## config.mk

```make
export PLATFORM = sky130hd
export DESIGN_NAME = power_mode_ctrl
export DESIGN_NICKNAME = d
export VERILOG_FILES = /design/src/core/power_mode_pkg.sv /design/src/core/pin_wake_detect.sv /design/src/core/power_mode_ctrl.sv
export SDC_FILE = /design/constraint.sdc
export NUM_CORES = 1
export LEC_CHECK = 0
export BUFFER_PORTS_ARGS = -buffer_cell sky130_fd_sc_hd__buf_4
export CAP_MARGIN = 20
export CELL_PAD_IN_SITES_DETAIL_PLACEMENT = 1
export CELL_PAD_IN_SITES_GLOBAL_PLACEMENT = 2
export CORE_MARGIN = 1
export CORE_UTILIZATION = 32
export CTS_CLUSTER_DIAMETER = 30
export CTS_CLUSTER_SIZE = 25
export DETAILED_ROUTE_END_ITERATION = 12
export GPL_TIMING_DRIVEN = 0
export PLACE_DENSITY = 0.79
export SLEW_MARGIN = 10
export SYNTH_ARGS = -nofsm -noshare
export SYNTH_HDL_FRONTEND = slang
export SYNTH_SLANG_ARGS = --single-unit
```

## constraint.sdc

```tcl
create_clock -name REF_CLK_I -period 3 [get_ports REF_CLK_I]
set_input_delay 0.45 -clock REF_CLK_I [delete_from_list [all_inputs] [get_ports REF_CLK_I]]
set_output_delay 0.45 -clock REF_CLK_I [all_outputs]
set_load 0.005 [all_outputs]
```

## src/core/power_mode_pkg.sv

```systemverilog
// Purpose: shared constants and types for the stop/halt power-mode controller
// Assumes: 32-bit APB register bus, one reference clock
// Notes: offsets are byte addresses of aligned words
package power_mode_pkg;

  // register byte offsets
  localparam logic [7:0] ADDR_CTRL = 8'h00;
  localparam logic [7:0] ADDR_WAKE_EN = 8'h04;
  localparam logic [7:0] ADDR_WD_CTRL = 8'h08;
  localparam logic [7:0] ADDR_MODE = 8'h0C;
  localparam logic [7:0] ADDR_PIN_DATA = 8'h10;
  localparam logic [7:0] ADDR_IRQ_STAT = 8'h14;
  localparam logic [7:0] ADDR_IRQ_CLR = 8'h18;
  localparam logic [7:0] ADDR_IRQ_EN = 8'h1C;

  // control register fields
  localparam int CTRL_W = 5;
  localparam int CTRL_WDT_EN = 0;
  localparam int CTRL_WDT_STOP = 1;
  localparam int CTRL_VBO_STOP = 2;
  localparam int CTRL_WDT_INT = 3;
  localparam int CTRL_INT_EN = 4;
  localparam logic [CTRL_W-1:0] CTRL_RST = 5'h00;

  // watchdog control register cause flags
  localparam int WD_W = 2;
  localparam int WD_STOP_BIT = 0;
  localparam int WD_WDT_BIT = 1;
  localparam logic [WD_W-1:0] WD_RST = 2'h0;

  // interrupt status, clear and enable layout
  localparam int IRQ_W = 4;
  localparam int IRQ_STOP = 0;
  localparam int IRQ_HALT = 1;
  localparam int IRQ_RECOV = 2;
  localparam int IRQ_PIN = 3;
  localparam logic [IRQ_W-1:0] IRQ_RST = 4'h0;

  // recovery counts and reset vector
  localparam logic [6:0] RECOV_SLOW_CYCLES = 7'h42;
  localparam logic [4:0] RECOV_SYS_CYCLES = 5'h10;
  localparam logic [15:0] RESET_VECTOR_ADDR = 16'h0002;

  // pin synchroniser slots: slow oscillator, reset pin (low active), brown-out
  localparam int SYNC_OSC = 0;
  localparam int SYNC_EXTRST_N = 1;
  localparam int SYNC_VBO = 2;
  localparam logic [2:0] SYNC_RST = 3'h2;

  localparam int NPINS_DEF = 8;

  typedef enum logic [2:0] {
    MODE_RUN,
    MODE_HALT,
    MODE_STOP,
    MODE_RECOV_SLOW,
    MODE_RECOV_SYS
  } mode_e;

endpackage

```

## src/core/pin_wake_detect.sv

```systemverilog
// Purpose: synchronise wake-capable port pins and flag enabled level changes
// Assumes: pins are asynchronous to REF_CLK_I
// Notes: edge flag is qualified by the enable vector supplied by the caller
`timescale 1ns/1ps
module pin_wake_detect #(
  parameter int NPINS = 8
) (
  input wire logic REF_CLK_I,
  input wire logic RST_I,
  input wire logic [NPINS-1:0] PIN_I,
  input wire logic [NPINS-1:0] WAKE_EN_I,
  output logic [NPINS-1:0] PIN_LEVEL_O,
  output logic WAKE_O
);
  import power_mode_pkg::*;

  typedef struct packed {
    logic [NPINS-1:0] meta;
    logic [NPINS-1:0] sync;
    logic [NPINS-1:0] prev;
  } pin_state_s;

  pin_state_s st_r;
  pin_state_s st_nxt;
  logic [NPINS-1:0] hit;

  // per-pin change detect on the second flop only, either direction
  genvar g;
  generate
    for (g = 0; g < NPINS; g++) begin : g_pin
      assign hit[g] = WAKE_EN_I[g] & (st_r.sync[g] ^ st_r.prev[g]);
    end
  endgenerate

  // two-flop synchroniser then a history flop
  always_comb begin
    st_nxt = st_r;
    st_nxt.meta = PIN_I;
    st_nxt.sync = st_r.meta;
    st_nxt.prev = st_r.sync;
  end

  always_ff @(posedge REF_CLK_I or posedge RST_I) begin
    if (RST_I) begin
      st_r <= '0;
    end else begin
      st_r <= st_nxt;
    end
  end

  assign PIN_LEVEL_O = st_r.sync;
  assign WAKE_O = |hit;

endmodule

```

## src/core/power_mode_ctrl.sv

```systemverilog
// Purpose: stop/halt power-mode controller with recovery reset sequencer
// Assumes: core gives one-cycle stop/halt pulses on REF_CLK_I; pins are async
// Notes: the block itself runs on the always-on reference clock
// Summary of operation
// - stop and halt instructions enter those modes
// - recovery holds reset 66 slow, 16 system
// - recovery leaves control and enables, sets flags, reloads pin data
// - core restarts from vector at 0002H
// - watchdog or pin stop wake sets stop cause
// - watchdog wake sets both cause flags
// - watchdog interrupt served after recovery if enabled
// - enabled pin change in stop wakes chip
// - pin data frozen, recorded only if persisting
// - stop kills crystal, clocks, core, counter
// - watchdog, brown-out in stop only when enabled
// - other peripherals idle during stop
// - halt keeps clocks, stops core only
// - halt exits on interrupt, watchdog or reset
`timescale 1ns/1ps
module power_mode_ctrl #(
  parameter int NPINS = power_mode_pkg::NPINS_DEF
) (
  input wire logic REF_CLK_I,
  input wire logic RST_I,
  // apb slave
  input wire logic PSEL_I,
  input wire logic PENABLE_I,
  input wire logic PWRITE_I,
  input wire logic [7:0] PADDR_I,
  input wire logic [31:0] PWDATA_I,
  output logic [31:0] PRDATA_O,
  output logic PREADY_O,
  output logic PSLVERR_O,
  // processor core
  input wire logic STOP_INSTR_I,
  input wire logic HALT_INSTR_I,
  input wire logic INT_REQ_I,
  input wire logic WDT_INT_ACK_I,
  output logic CORE_RUN_O,
  output logic PC_HOLD_O,
  output logic CORE_RESET_O,
  output logic VECTOR_FETCH_O,
  output logic [15:0] VECTOR_ADDR_O,
  // watchdog and brown-out
  input wire logic WDT_TIMEOUT_I,
  input wire logic WDT_OSC_I,
  input wire logic BROWNOUT_I,
  output logic WDT_RUN_O,
  output logic WDT_OSC_EN_O,
  output logic VBO_EN_O,
  output logic WDT_INT_O,
  // reset pin and wake pins
  input wire logic EXT_RESET_N_I,
  input wire logic [NPINS-1:0] PIN_I,
  // clock and crystal control
  output logic XTAL_EN_O,
  output logic XIN_O,
  output logic XIN_OE_O,
  output logic XOUT_O,
  output logic XOUT_OE_O,
  output logic SYSCLK_EN_O,
  output logic PERIPH_EN_O,
  output logic IRQ_O
);
  import power_mode_pkg::*;

  typedef struct packed {
    mode_e mode;
    logic [2:0] meta;
    logic [2:0] sync;
    logic osc_prev;
    logic [6:0] slow_cnt;
    logic [4:0] sys_cnt;
    logic wake_wdt;
    logic [CTRL_W-1:0] ctrl;
    logic [NPINS-1:0] wake_en;
    logic [WD_W-1:0] wd_flags;
    logic [NPINS-1:0] pin_data;
    logic wdt_int_pend;
    logic [IRQ_W-1:0] irq_stat;
    logic [IRQ_W-1:0] irq_en;
    logic [31:0] prdata;
    logic vec_fetch;
  } ctrl_state_s;

  ctrl_state_s st_r;
  ctrl_state_s st_nxt;

  logic [NPINS-1:0] pin_level;
  logic pin_wake;
  logic in_stop;
  logic apb_setup;
  logic apb_wr;
  logic addr_hit;
  logic osc_rise;
  logic ext_rst;
  logic vbo_rst;
  logic wdt_active;
  logic wdt_to;
  logic wdt_int_mode;
  logic sys_rst;

  // stop is the only mode in which pins may wake the chip
  assign in_stop = (st_r.mode == MODE_STOP);

  // pins are only looked at as wake sources while stopped
  pin_wake_detect #(
    .NPINS(NPINS)
  ) u_pin_wake (
    .REF_CLK_I(REF_CLK_I),
    .RST_I(RST_I),
    .PIN_I(PIN_I),
    .WAKE_EN_I(st_r.wake_en & {NPINS{in_stop}}),
    .PIN_LEVEL_O(pin_level),
    .WAKE_O(pin_wake)
  );

  // apb phase decode; the slave never inserts wait states
  assign apb_setup = PSEL_I & ~PENABLE_I;
  assign apb_wr = PSEL_I & PENABLE_I & PWRITE_I & addr_hit;

  // only the eight aligned words answer; anything else raises pslverr
  always_comb begin
    case (PADDR_I)
      ADDR_CTRL, ADDR_WAKE_EN, ADDR_WD_CTRL, ADDR_MODE,
      ADDR_PIN_DATA, ADDR_IRQ_STAT, ADDR_IRQ_CLR, ADDR_IRQ_EN: addr_hit = 1'b1;
      default: addr_hit = 1'b0;
    endcase
  end

  // wake and reset qualifiers; pin inputs come through the synchronisers, the watchdog timeout is used directly
  assign osc_rise = st_r.sync[SYNC_OSC] & ~st_r.osc_prev;
  assign ext_rst = ~st_r.sync[SYNC_EXTRST_N];
  assign vbo_rst = st_r.sync[SYNC_VBO] & (~in_stop | st_r.ctrl[CTRL_VBO_STOP]);
  assign sys_rst = ext_rst | vbo_rst;
  assign wdt_active = st_r.ctrl[CTRL_WDT_EN] & (~in_stop | st_r.ctrl[CTRL_WDT_STOP]);
  assign wdt_to = WDT_TIMEOUT_I & wdt_active;
  assign wdt_int_mode = st_r.ctrl[CTRL_WDT_INT];

  // whole next-state function: bus, flags, mode sequencer
  always_comb begin
    st_nxt = st_r;
    st_nxt.vec_fetch = 1'b0;

    // pin synchronisers; first stage feeds only the second
    st_nxt.meta = {BROWNOUT_I, EXT_RESET_N_I, WDT_OSC_I};
    st_nxt.sync = st_r.meta;
    st_nxt.osc_prev = st_r.sync[SYNC_OSC];

    // read data registered in the setup phase so it is stable in access
    if (apb_setup) begin
      st_nxt.prdata = 32'h0000_0000;
      case (PADDR_I)
        ADDR_CTRL: st_nxt.prdata[CTRL_W-1:0] = st_r.ctrl;
        ADDR_WAKE_EN: st_nxt.prdata[NPINS-1:0] = st_r.wake_en;
        ADDR_WD_CTRL: st_nxt.prdata[WD_W-1:0] = st_r.wd_flags;
        ADDR_MODE: st_nxt.prdata[2:0] = st_r.mode;
        ADDR_PIN_DATA: st_nxt.prdata[NPINS-1:0] = st_r.pin_data;
        ADDR_IRQ_STAT: st_nxt.prdata[IRQ_W-1:0] = st_r.irq_stat;
        ADDR_IRQ_EN: st_nxt.prdata[IRQ_W-1:0] = st_r.irq_en;
        default: st_nxt.prdata = 32'h0000_0000;
      endcase
    end

    // software writes; clears come first so a same-cycle hardware set wins
    if (apb_wr) begin
      case (PADDR_I)
        ADDR_CTRL: st_nxt.ctrl = PWDATA_I[CTRL_W-1:0];
        ADDR_WAKE_EN: st_nxt.wake_en = PWDATA_I[NPINS-1:0];
        ADDR_WD_CTRL: st_nxt.wd_flags = st_r.wd_flags & ~PWDATA_I[WD_W-1:0];
        ADDR_IRQ_CLR: st_nxt.irq_stat = st_r.irq_stat & ~PWDATA_I[IRQ_W-1:0];
        ADDR_IRQ_EN: st_nxt.irq_en = PWDATA_I[IRQ_W-1:0];
        default: st_nxt.ctrl = st_r.ctrl;
      endcase
    end

    // core takes the pending watchdog interrupt
    if (WDT_INT_ACK_I) begin
      st_nxt.wdt_int_pend = 1'b0;
    end

    // port data follows pins while awake, frozen in stop and recovery
    if ((st_r.mode == MODE_RUN) || (st_r.mode == MODE_HALT)) begin
      st_nxt.pin_data = pin_level;
      if (pin_level != st_r.pin_data) begin
        st_nxt.irq_stat[IRQ_PIN] = 1'b1;
      end
    end

    case (st_r.mode)
      MODE_RUN: begin
        // resets first, then a watchdog interrupt, then the core's instruction
        if (sys_rst || (wdt_to && !wdt_int_mode)) begin
          st_nxt.mode = MODE_RECOV_SLOW;
          st_nxt.slow_cnt = 7'h00;
          st_nxt.wake_wdt = 1'b0;
        end else begin
          if (wdt_to) begin
            st_nxt.wdt_int_pend = 1'b1;
          end
          if (STOP_INSTR_I) begin
            st_nxt.mode = MODE_STOP;
            st_nxt.irq_stat[IRQ_STOP] = 1'b1;
          end else if (HALT_INSTR_I) begin
            st_nxt.mode = MODE_HALT;
            st_nxt.irq_stat[IRQ_HALT] = 1'b1;
          end
        end
      end
      MODE_HALT: begin
        // resets restart the chip, interrupts just resume the core
        if (sys_rst || (wdt_to && !wdt_int_mode)) begin
          st_nxt.mode = MODE_RECOV_SLOW;
          st_nxt.slow_cnt = 7'h00;
          st_nxt.wake_wdt = 1'b0;
        end else if (INT_REQ_I || wdt_to) begin
          st_nxt.mode = MODE_RUN;
          if (wdt_to) begin
            st_nxt.wdt_int_pend = 1'b1;
          end
        end
      end
      MODE_STOP: begin
        // reset pin beats the watchdog, which beats a pin change
        if (sys_rst) begin
          st_nxt.mode = MODE_RECOV_SLOW;
          st_nxt.slow_cnt = 7'h00;
          st_nxt.wake_wdt = 1'b0;
        end else if (wdt_to) begin
          st_nxt.mode = MODE_RECOV_SLOW;
          st_nxt.slow_cnt = 7'h00;
          // watchdog wake marks both causes, whatever its configuration
          st_nxt.wake_wdt = 1'b1;
          st_nxt.wd_flags[WD_WDT_BIT] = 1'b1;
          st_nxt.wd_flags[WD_STOP_BIT] = 1'b1;
        end else if (pin_wake) begin
          st_nxt.mode = MODE_RECOV_SLOW;
          st_nxt.slow_cnt = 7'h00;
          st_nxt.wake_wdt = 1'b0;
          st_nxt.wd_flags[WD_STOP_BIT] = 1'b1;
        end
      end
      MODE_RECOV_SLOW: begin
        // count slow oscillator edges; a fresh reset restarts the count
        if (sys_rst) begin
          st_nxt.slow_cnt = 7'h00;
        end else if (osc_rise) begin
          st_nxt.slow_cnt = st_r.slow_cnt + 7'h01;
          if (st_r.slow_cnt == RECOV_SLOW_CYCLES - 7'h01) begin
            st_nxt.mode = MODE_RECOV_SYS;
            st_nxt.sys_cnt = 5'h00;
          end
        end
      end
      MODE_RECOV_SYS: begin
        // reset pin or brown-out here starts again from the slow phase
        if (sys_rst) begin
          st_nxt.mode = MODE_RECOV_SLOW;
          st_nxt.slow_cnt = 7'h00;
        end else begin
          st_nxt.sys_cnt = st_r.sys_cnt + 5'h01;
          // release only after both counts have run out
          if (st_r.sys_cnt == RECOV_SYS_CYCLES - 5'h01) begin
            st_nxt.mode = MODE_RUN;
            st_nxt.vec_fetch = 1'b1;
            st_nxt.irq_stat[IRQ_RECOV] = 1'b1;
            // only a level still present now reaches the port data
            st_nxt.pin_data = pin_level;
            if (pin_level != st_r.pin_data) begin
              st_nxt.irq_stat[IRQ_PIN] = 1'b1;
            end
            if (st_r.wake_wdt && wdt_int_mode) begin
              st_nxt.wdt_int_pend = 1'b1;
            end
          end
        end
      end
      default: begin
        // an illegal code falls back to run rather than locking up
        st_nxt.mode = MODE_RUN;
      end
    endcase
  end

  // ctrl and enables are not touched by recovery; pin data is reloaded at its end, flags set
  always_ff @(posedge REF_CLK_I or posedge RST_I) begin
    if (RST_I) begin
      st_r.mode <= MODE_RUN;
      st_r.meta <= SYNC_RST;
      st_r.sync <= SYNC_RST;
      st_r.osc_prev <= 1'b0;
      st_r.slow_cnt <= 7'h00;
      st_r.sys_cnt <= 5'h00;
      st_r.wake_wdt <= 1'b0;
      st_r.ctrl <= CTRL_RST;
      st_r.wake_en <= '0;
      st_r.wd_flags <= WD_RST;
      st_r.pin_data <= '0;
      st_r.wdt_int_pend <= 1'b0;
      st_r.irq_stat <= IRQ_RST;
      st_r.irq_en <= IRQ_RST;
      st_r.prdata <= 32'h0000_0000;
      st_r.vec_fetch <= 1'b0;
    end else begin
      st_r <= st_nxt;
    end
  end

  // apb answers
  assign PRDATA_O = st_r.prdata;
  assign PREADY_O = 1'b1;
  assign PSLVERR_O = PSEL_I & PENABLE_I & ~addr_hit;

  // core control; the core is held in reset across both recovery phases
  assign CORE_RUN_O = (st_r.mode == MODE_RUN);
  assign PC_HOLD_O = (st_r.mode != MODE_RUN);
  assign CORE_RESET_O = (st_r.mode == MODE_RECOV_SLOW) || (st_r.mode == MODE_RECOV_SYS);
  assign VECTOR_FETCH_O = st_r.vec_fetch;
  assign VECTOR_ADDR_O = RESET_VECTOR_ADDR;

  // crystal stopped in stop with its pins parked high and low
  assign XTAL_EN_O = ~in_stop;
  assign XIN_O = 1'b1;
  assign XIN_OE_O = in_stop;
  assign XOUT_O = 1'b0;
  assign XOUT_OE_O = in_stop;
  // system clock waits for the slow count, as after a reset pin or brown-out
  assign SYSCLK_EN_O = ~in_stop & (st_r.mode != MODE_RECOV_SLOW);
  assign PERIPH_EN_O = (st_r.mode == MODE_RUN) || (st_r.mode == MODE_HALT);

  // watchdog and brown-out keep going in stop only when allowed
  assign WDT_RUN_O = wdt_active;
  assign WDT_OSC_EN_O = ~in_stop | st_r.ctrl[CTRL_WDT_STOP];
  assign VBO_EN_O = ~in_stop | st_r.ctrl[CTRL_VBO_STOP];
  assign WDT_INT_O = st_r.wdt_int_pend & st_r.ctrl[CTRL_INT_EN];

  // level interrupt while any enabled status bit is set
  assign IRQ_O = |(st_r.irq_stat & st_r.irq_en);

endmodule

```

==> metrics.md, run 1 <==
| Metric | Value |
|---|---|
| Status | `finished clean` |
| Final WL | `11.03 mm` |
| Synth area leaders | `dfrtp_1 (48%), buf_4 (8.7%), mux2_2 (4.8%), nand2_1 (3.2%), o21ai_0 (2.7%)` |
| Total CTS buffers | `9` |
| Final Cell Area | `0.005608 mm²` |
| Die H | `120.3 µm` |
| Overflow after GRT | `0` |
| Yosys reg bits | `88` |
| Clock Path Buffers | `2` |
| Synth Instances | `414` |
| CP max stage cell | `or4_4` |
| Critical Path Fanout Max | `7` |
| Syn. warnings | `0` |
| Dpl ws | `662.2 ps` |
| IO Pins | `127` |
| Mapped Area | `0.004481 mm²` |
| Initial Util | `33.31%` |
| Share of cells above drive strength 1 | `33.08%` |
| Die ar. | `0.01448 mm²` |
| Diodes inserted | `0` |
| Period minus WS final | `2322 ps` |
| DR DRC count | `0` |
| Async SR Flop Fraction | `100.0%` |
| R2R setup slack | `680 ps` |
| Crit. End Element | `primary output` |
| Startpoint types | `primary input` |
| Area grow syn2layout | `25.16%` |
| Clock-pin slew on the worst setup and hold paths | `70 ps` |
| Leakage | `2.727 nW` |
| Peak VDD IR | `0.2086 mV` |
| Port Buffers | `57` |
| Tcrit/Tclk final | `77.41%` |
| FP Rows | `42` |
| Final slew viol count | `0` |
| Setup violators final | `0` |
| Initial antenna violation count | `0` |
| Sequential area share after synthesis | `49.20%` |
| Die width | `120.3 µm` |
| Clock sinks | `88` |
| Pwr/cell area | `455.8 mW/mm²` |
| Final WS setup | `677.8 ps` |
| Relative slew slack | `56.97%` |
| Detailed placement HPWL | `8.318 mm` |
| CORE AREA | `0.01345 mm²` |
| CP max stage delay | `530 ps` |
| Most used cell, CP | `buf_4` |
| Synth top area share | `48.03%` |
| CP required | `2550 ps` |
| H-tree Lvls | `3` |
| Placed Area | `0.005313 mm²` |
| TritonCTS clock tree | `done` |
| Gr usage total | `15.93%` |
| Root buf cell | `clkbuf_16` |
| Skew-Pair Late Insertion Delay | `340 ps` |
| CP arrival | `1870 ps` |
| Largest net degree at the start of global routing | `66` |
| CP Class | `in -> out` |
| Nets | `589` |
| Gpl congestion | `0.8470` |
| PostCTS Resize Cnt | `0` |
| TritonRoute pass-1 iters | `4` |
| Vias | `3,296` |
| Ys flop type | `dfrtp_1` |
| Layout fillers | `1,530` |
| Setup Buffers After CTS | `0` |
| Final Hold Fails | `0` |
| Cell taking the most area after synthesis | `dfrtp_1` |
| Vias in the first global route | `3,453` |
| Netlist cell types | `61` |
| DRT antenna net count | `0` |
| Hold crit path type | `in -> async` |
| Actual slew at the worst max-slew pin | `645.5 ps` |
| RSZ-0062 raised after global routing | `false` |
| Syn Area/Cell | `10.82 µm²` |
| Final Skew | `8.716 ps` |
| Fmax achieved | `430.6 MHz` |
| Avg WL per Cell | `15.65 µm` |
| EDFF count, synth | `0` |
| Crit-path cells | `buf_4 -> or4_4 -> or2_1 -> clkbuf_1 -> and3_1 -> buf_4` |
| 1st-iter DRT viols | `195` |
| Hold_buf cts | `0` |
| Vias per cell | `4.675` |
| First-pass GRT wire length | `17.87 mm` |
| Max Cap Viol | `0` |
==> cell usage in the layout (no fill, tap or decap), types with 6 or more instances in the layout <==
| master | count |
|---|---|
| a21oi_1 | 10 |
| a22oi_1 | 9 |
| and3_1 | 8 |
| buf_4 | 109 |
| clkbuf_1 | 7 |
| clkbuf_16 | 9 |
| conb_1 | 43 |
| dfrtp_1 | 86 |
| inv_1 | 11 |
| mux2_2 | 19 |
| mux2_4 | 8 |
| mux2i_1 | 6 |
| nand2_1 | 38 |
| nand3_1 | 10 |
| nor2_1 | 17 |
| nor3_1 | 9 |
| o21ai_0 | 24 |
| xnor2_1 | 8 |
| xor2_1 | 8 |
==> synthesized netlist by cell type, types with 2 or more instances <==
cell type	number
and2_1	3
clkbuf_1	7
a22o_1	2
nor2_1	17
o31ai_1	5
mux4_2	2
nand2_1	38
a21oi_1	10
dfstp_2	2
nor3b_1	2
o211ai_1	3
mux2_4	8
o32ai_1	2
nand3_1	10
inv_1	12
a31oi_1	2
conb_1	2
buf_4	52
nor2b_1	2
and3_1	8
xor2_1	8
or2_2	2
mux2_2	19
dfrtp_1	86
ha_1	4
mux2i_1	6
nand2_4	2
xnor2_1	8
nor3_4	2
buf_1	3
o22ai_1	5
nor3_1	9
nand4_1	5
nand2b_1	5
o41ai_1	3
a22oi_1	9
o2bb2ai_1	2
o21ai_0	24
==> per-stage QoR <==
stage	cells	utilization, %	TNS, ps	total power [mW]	hold slack, ps
final	705	41.69	0	2.556	81.61
after global routing	705	41.69	0	2.661	111.8
after CTS	705	41.69	0	2.591	88.69
after detailed placement	689	39.49	0	1.465	336.3
after global placement	688	39.27	-70020	1.453	334.1
after floorplan	455	-	0	1.383	331.2
==> power breakdown <==
group	total [mW]	switching, mW	internal, mW	leakage (nW)
registers	1.23	0.0207	1.21	1.13
logic	0.208	0.106	0.102	1.45
clock network	1.11	0.524	0.590	0.144
==> state kept, by name, summed over array words and instances (netlist names) <==
name and count:
st_r 51, PRDATA_O 8, u_pin_wake.PIN_LEVEL_O 8, u_pin_wake.st_nxt 8, u_pin_wake.st_r 8, st_nxt 4
VECTOR_FETCH_O 1
==> layer usage <==
| metal | global-route usage, % | share of wire, % | up-vias |
|---|---|---|---|
| li1 | - | - | 1578 |
| met1 | 21.87 | 47 | 1627 |
| met2 | 25.47 | 48 | 77 |
| met3 | 2.642 | 3.7 | 14 |
| met4 | 5.324 | 1.6 | 0 |
| met5 | 0 | 0 | - |
==> area by class of cell <==
| cell class | count | area, µm² | share of cell area, % |
|---|---|---|---|
| inverters | 12 | 47.55 | 0.8478 |
| flip-flops and latches | 88 | 2205 | 39.31 |
| plain buffers | 63 | 432.9 | 7.720 |
| clock inverters | 7 | 70.07 | 1.249 |
| multi-input cells | 292 | 1952 | 34.81 |
| repair buffers | 58 | 455.4 | 8.121 |
| clock buffers | 9 | 225.2 | 4.016 |
| well taps | 176 | 220.2 | 3.927 |
==> worst max-delay path: cells and delay by family <==
kind,cells,cell delay [ps]
AND/OR/NAND/NOR,3,980
buffers and inverters,3,440
==> logic make-up after synthesis <==
group	count (synthesis)	synth area share, %
multiplexers	35	9.802
adder cells (fa/ha/maj)	4	1.117
XOR/XNOR	16	3.128
flip-flops	88	49.20
AND/OR/NAND/NOR	120	15.28
buffers and inverters	75	10.67
AO/OA/AOI/OAI	74	10.64
other	2	0.1676
==> final timing paths <==
kind                                        endpoint                  start  cells after the start
hold reg to reg            u_pin_wake.PIN_LEVEL_O[3]  u_pin_wake.st_nxt[11]                      0
setup reg to reg                            st_r[44]               st_r[66]                      6
max in group asynchronous         u_pin_wake.st_r[3]                  RST_I                      3
hold / removal                              st_r[68]                  RST_I                      2
min in group REF_CLK_I         u_pin_wake.st_nxt[11]               PIN_I[3]                      1
setup / recovery                           PSLVERR_O             PADDR_I[6]                      6
No activity file was read; power rests on OpenSTA's default activity.
==> run 2, diff against run 1 <==
--- a/config.mk
+++ b/config.mk
@@ -10,12 +10,12 @@
 export CELL_PAD_IN_SITES_DETAIL_PLACEMENT = 1
 export CELL_PAD_IN_SITES_GLOBAL_PLACEMENT = 2
 export CORE_MARGIN = 1
-export CORE_UTILIZATION = 32
+export CORE_UTILIZATION = 29
 export CTS_CLUSTER_DIAMETER = 30
 export CTS_CLUSTER_SIZE = 25
 export DETAILED_ROUTE_END_ITERATION = 12
 export GPL_TIMING_DRIVEN = 0
-export PLACE_DENSITY = 0.79
+export PLACE_DENSITY = 0.75
 export SLEW_MARGIN = 10
 export SYNTH_ARGS = -nofsm -noshare
 export SYNTH_HDL_FRONTEND = slang
==> constraint.sdc (replaced) <==
create_clock -name REF_CLK_I -period 2 [get_ports REF_CLK_I]
set_input_delay 0.3 -clock REF_CLK_I [delete_from_list [all_inputs] [get_ports REF_CLK_I]]
set_output_delay 0.3 -clock REF_CLK_I [all_outputs]
set_load 0.005 [all_outputs]
==> run 2 against run 1 <==
Effect of this change: via count is 1.4% higher; die area rose by 10%; global-route usage shrank 1.9 points; cell area up 3.1%; first-iteration DRC count decreased by 27%; worst hold slack got worse by 43 ps; clock power is 43% higher; critical path depth fell by 1; final cell count is 2.6% higher; sequential power rose by 50%; count of clock-buffer cells in the layout increased by 1; wire length fell by 1.5%; critical endpoint unchanged; highest routed layer unchanged.
==> metrics.md, run 2 (same netlist as run 1, synthesis figures left out) <==
| Metric | Value |
|---|---|
| Status | `finished clean` |
| Leakage | `2.785 nW (+2.2%)` |
| Initial Util | `29.58% (-3.7 points)` |
| First-pass GRT wire length | `17.42 mm (-2.6%)` |
| Switch share | `24.44% (-1.0 points)` |
| Startpoint types | `primary input` |
| Largest Register | `st_r` |
| Port Buffers | `57 (unchanged)` |
| Nets | `595 (+1.0%)` |
| Combinational power share | `8.4% (+0.3 points)` |
| H-tree Lvls | `3 (unchanged)` |
| Hold crit path type | `in -> async` |
| Peak VDD IR | `0.3652 mV (+75%)` |
| Seq pwr share | `49.3% (+1.0 points)` |
| Crit. End Element | `primary output` |
| CP Class | `in -> out` |
| Detailed placement HPWL | `8.233 mm (-1.0%)` |
| Avg WL per Cell | `15.03 µm (-3.9%)` |
| CP max stage cell | `or4_4` |
| Largest net degree at the start of global routing | `40 (-39%)` |
| Crit-path cells | `buf_4 -> or4_4 -> or2_1 -> and3_1 -> buf_4` |
| DR DRC count | `0 (unchanged)` |
| NetSw | `0.9190 mW (+41%)` |
| Overflow after GRT | `0 (unchanged)` |
| 1st-iter DRT viols | `143 (-27%)` |
| Tot Pwr | `3.759 mW (+47%)` |
| Gr usage total | `14.03% (-1.9 points)` |
| Dpl ws | `-317.4 ps (-979.6 ps)` |
| Tcrit/Tclk final | `95.82%` |
| Skew-Pair Late Insertion Delay | `340 ps (about the same)` |
| CORE AREA | `0.01515 mm² (+13%)` |
| Clock Path Buffers | `2 (unchanged)` |
| Gpl congestion | `0.8035 (-5.1%)` |
| Share of cells above drive strength 1 | `37.01% (+3.9 points)` |
| Vias in the first global route | `3,381 (-2.1%)` |
| Actual slew at the worst max-slew pin | `643.5 ps (-1.974 ps)` |
| Diodes inserted | `0 (unchanged)` |
| Setup violators final | `0 (unchanged)` |
| Clock sinks | `88 (unchanged)` |
| Placed Instances | `702 (+1.9%)` |
| Final WS setup | `83.58 ps (-594.2 ps)` |
| Vias | `3,342 (+1.4%)` |
| Total CTS buffers | `9 (unchanged)` |
| Most common cell after layout, fill and taps aside | `buf_4` |
| Pwr/cell area | `650.1 mW/mm² (+43%)` |
| Final slew viol count | `0 (unchanged)` |
| Vias per cell | `4.622 (-1.1%)` |
| R2R setup slack | `90 ps (-590 ps)` |
| Final non-filler cell total | `723 (+2.6%)` |
| Period minus WS final | `1916 ps` |
| Final WL | `10.87 mm (-1.5%)` |
| TritonCTS clock tree | `done` |
| CP max stage delay | `530 ps (about the same)` |
| Clock share of power | `42.3% (-1.3 points)` |
| FP Rows | `45 (+7.1%)` |
| Die H | `126.3 µm (+5.0%)` |
| Clock-pin slew on the worst setup and hold paths | `70 ps (about the same)` |
| Highest-count cells in the layout ignoring fill and taps | `buf_4 (113), dfrtp_1 (85), conb_1 (43)` |
| Max Cap Viol | `0 (unchanged)` |
| CP arrival | `1620 ps (-250 ps)` |
| Die width | `126.3 µm (+5.0%)` |
| Root buf cell | `clkbuf_16` |
| TritonRoute pass-1 iters | `4 (unchanged)` |
| Area grow syn2layout | `29.07%` |
| Fmax achieved | `521.8 MHz` |
| Most used cell, CP | `buf_4` |
| IO Pins | `127 (unchanged)` |
| RSZ-0062 raised after global routing | `true` |
| Largest register FFs | `51 (unchanged)` |
| Die ar. | `0.01595 mm² (+10%)` |
| CP required | `1700 ps (-850 ps)` |
| Final Skew | `8.828 ps (+0.1117 ps)` |
| Relative slew slack | `57.10% (+0.13 points)` |
| Initial antenna violation count | `0 (unchanged)` |
| P_int | `2.840 mW (+49%)` |
| Hold WS | `38.78 ps (-42.83 ps)` |
| DRT antenna net count | `0 (unchanged)` |
| Critical Path Fanout Max | `7 (unchanged)` |
| Final Hold Fails | `0 (unchanged)` |
[run 2: final timing paths]
check                                start  cells past startpoint                    end
max in group asynchronous            RST_I                      3             st_nxt[80]
worst min-delay path                 RST_I                      2            PRDATA_O[0]
min in group REF_CLK_I            PIN_I[3]                      1  u_pin_wake.st_nxt[11]
worst max-delay path            PADDR_I[6]                      5              PSLVERR_O
worst max register to register    st_r[87]                      4               st_r[74]
worst min register to register  st_nxt[81]                      0               st_r[81]
[run 2: per-layer routing]
metal | track usage (%) | part of all wire, % | up-vias
met5 | 0 | 0 | -
met4 | 5.315 | 1.4 | 0
met3 | 2.615 | 3.8 | 10
met2 | 23.85 | 49 | 86
met1 | 17.72 | 46 | 1655
li1 | - | - | 1591
[run 2: layout make-up]
cell class,instances,area [µm²]
Timing Repair Buffer,65,538.0
Inverter,12,48.80
Clock buffer,10,229.0
Tap cell,188,235.2
Sequential cell,88,2206
Clock inverter,6,51.30
Multi-Input combinational cell,292,2042
Fill cell,1671,9363
Buffer,62,432.9
[run 2: repair_timing]
action | 4_1_cts | 5_1_grt
endpoints found under the setup margin | 26 | 27
hold buffers | 0 | 0
gates resized for setup | 12 | 13
gates cloned | 0 | 0
setup buffers | 4 | 2
pin swaps | 2 | 4
[run 2: critical path: cells and delay by family]
family                 cells  cell delay (ps)
buffers and inverters      2              240
and+or+nand+nor            3             1090
[run 2: stage by stage]
stage	util, %	cell area (µm²)	TNS [ps]
6_report	38.18	5783	0
5_1_grt	38.18	5783	-12.83
4_1_cts	37.70	5710	-0.3098
3_5_place_dp	35.27	5341	-7510
3_3_place_gp	35.00	5301	-6480
2_1_floorplan	-	4638	0
[run 2: power by group through the flow]
stage / clock (mW) / combinational [mW] / sequential [mW]
floorplan: 0 / 0.199 / 1.88
global placement: 0 / 0.298 / 1.88
detailed placement: 0 / 0.312 / 1.89
CTS: 1.64 / 0.316 / 1.85
global route: 1.71 / 0.351 / 1.86
finish: 1.59 / 0.317 / 1.85
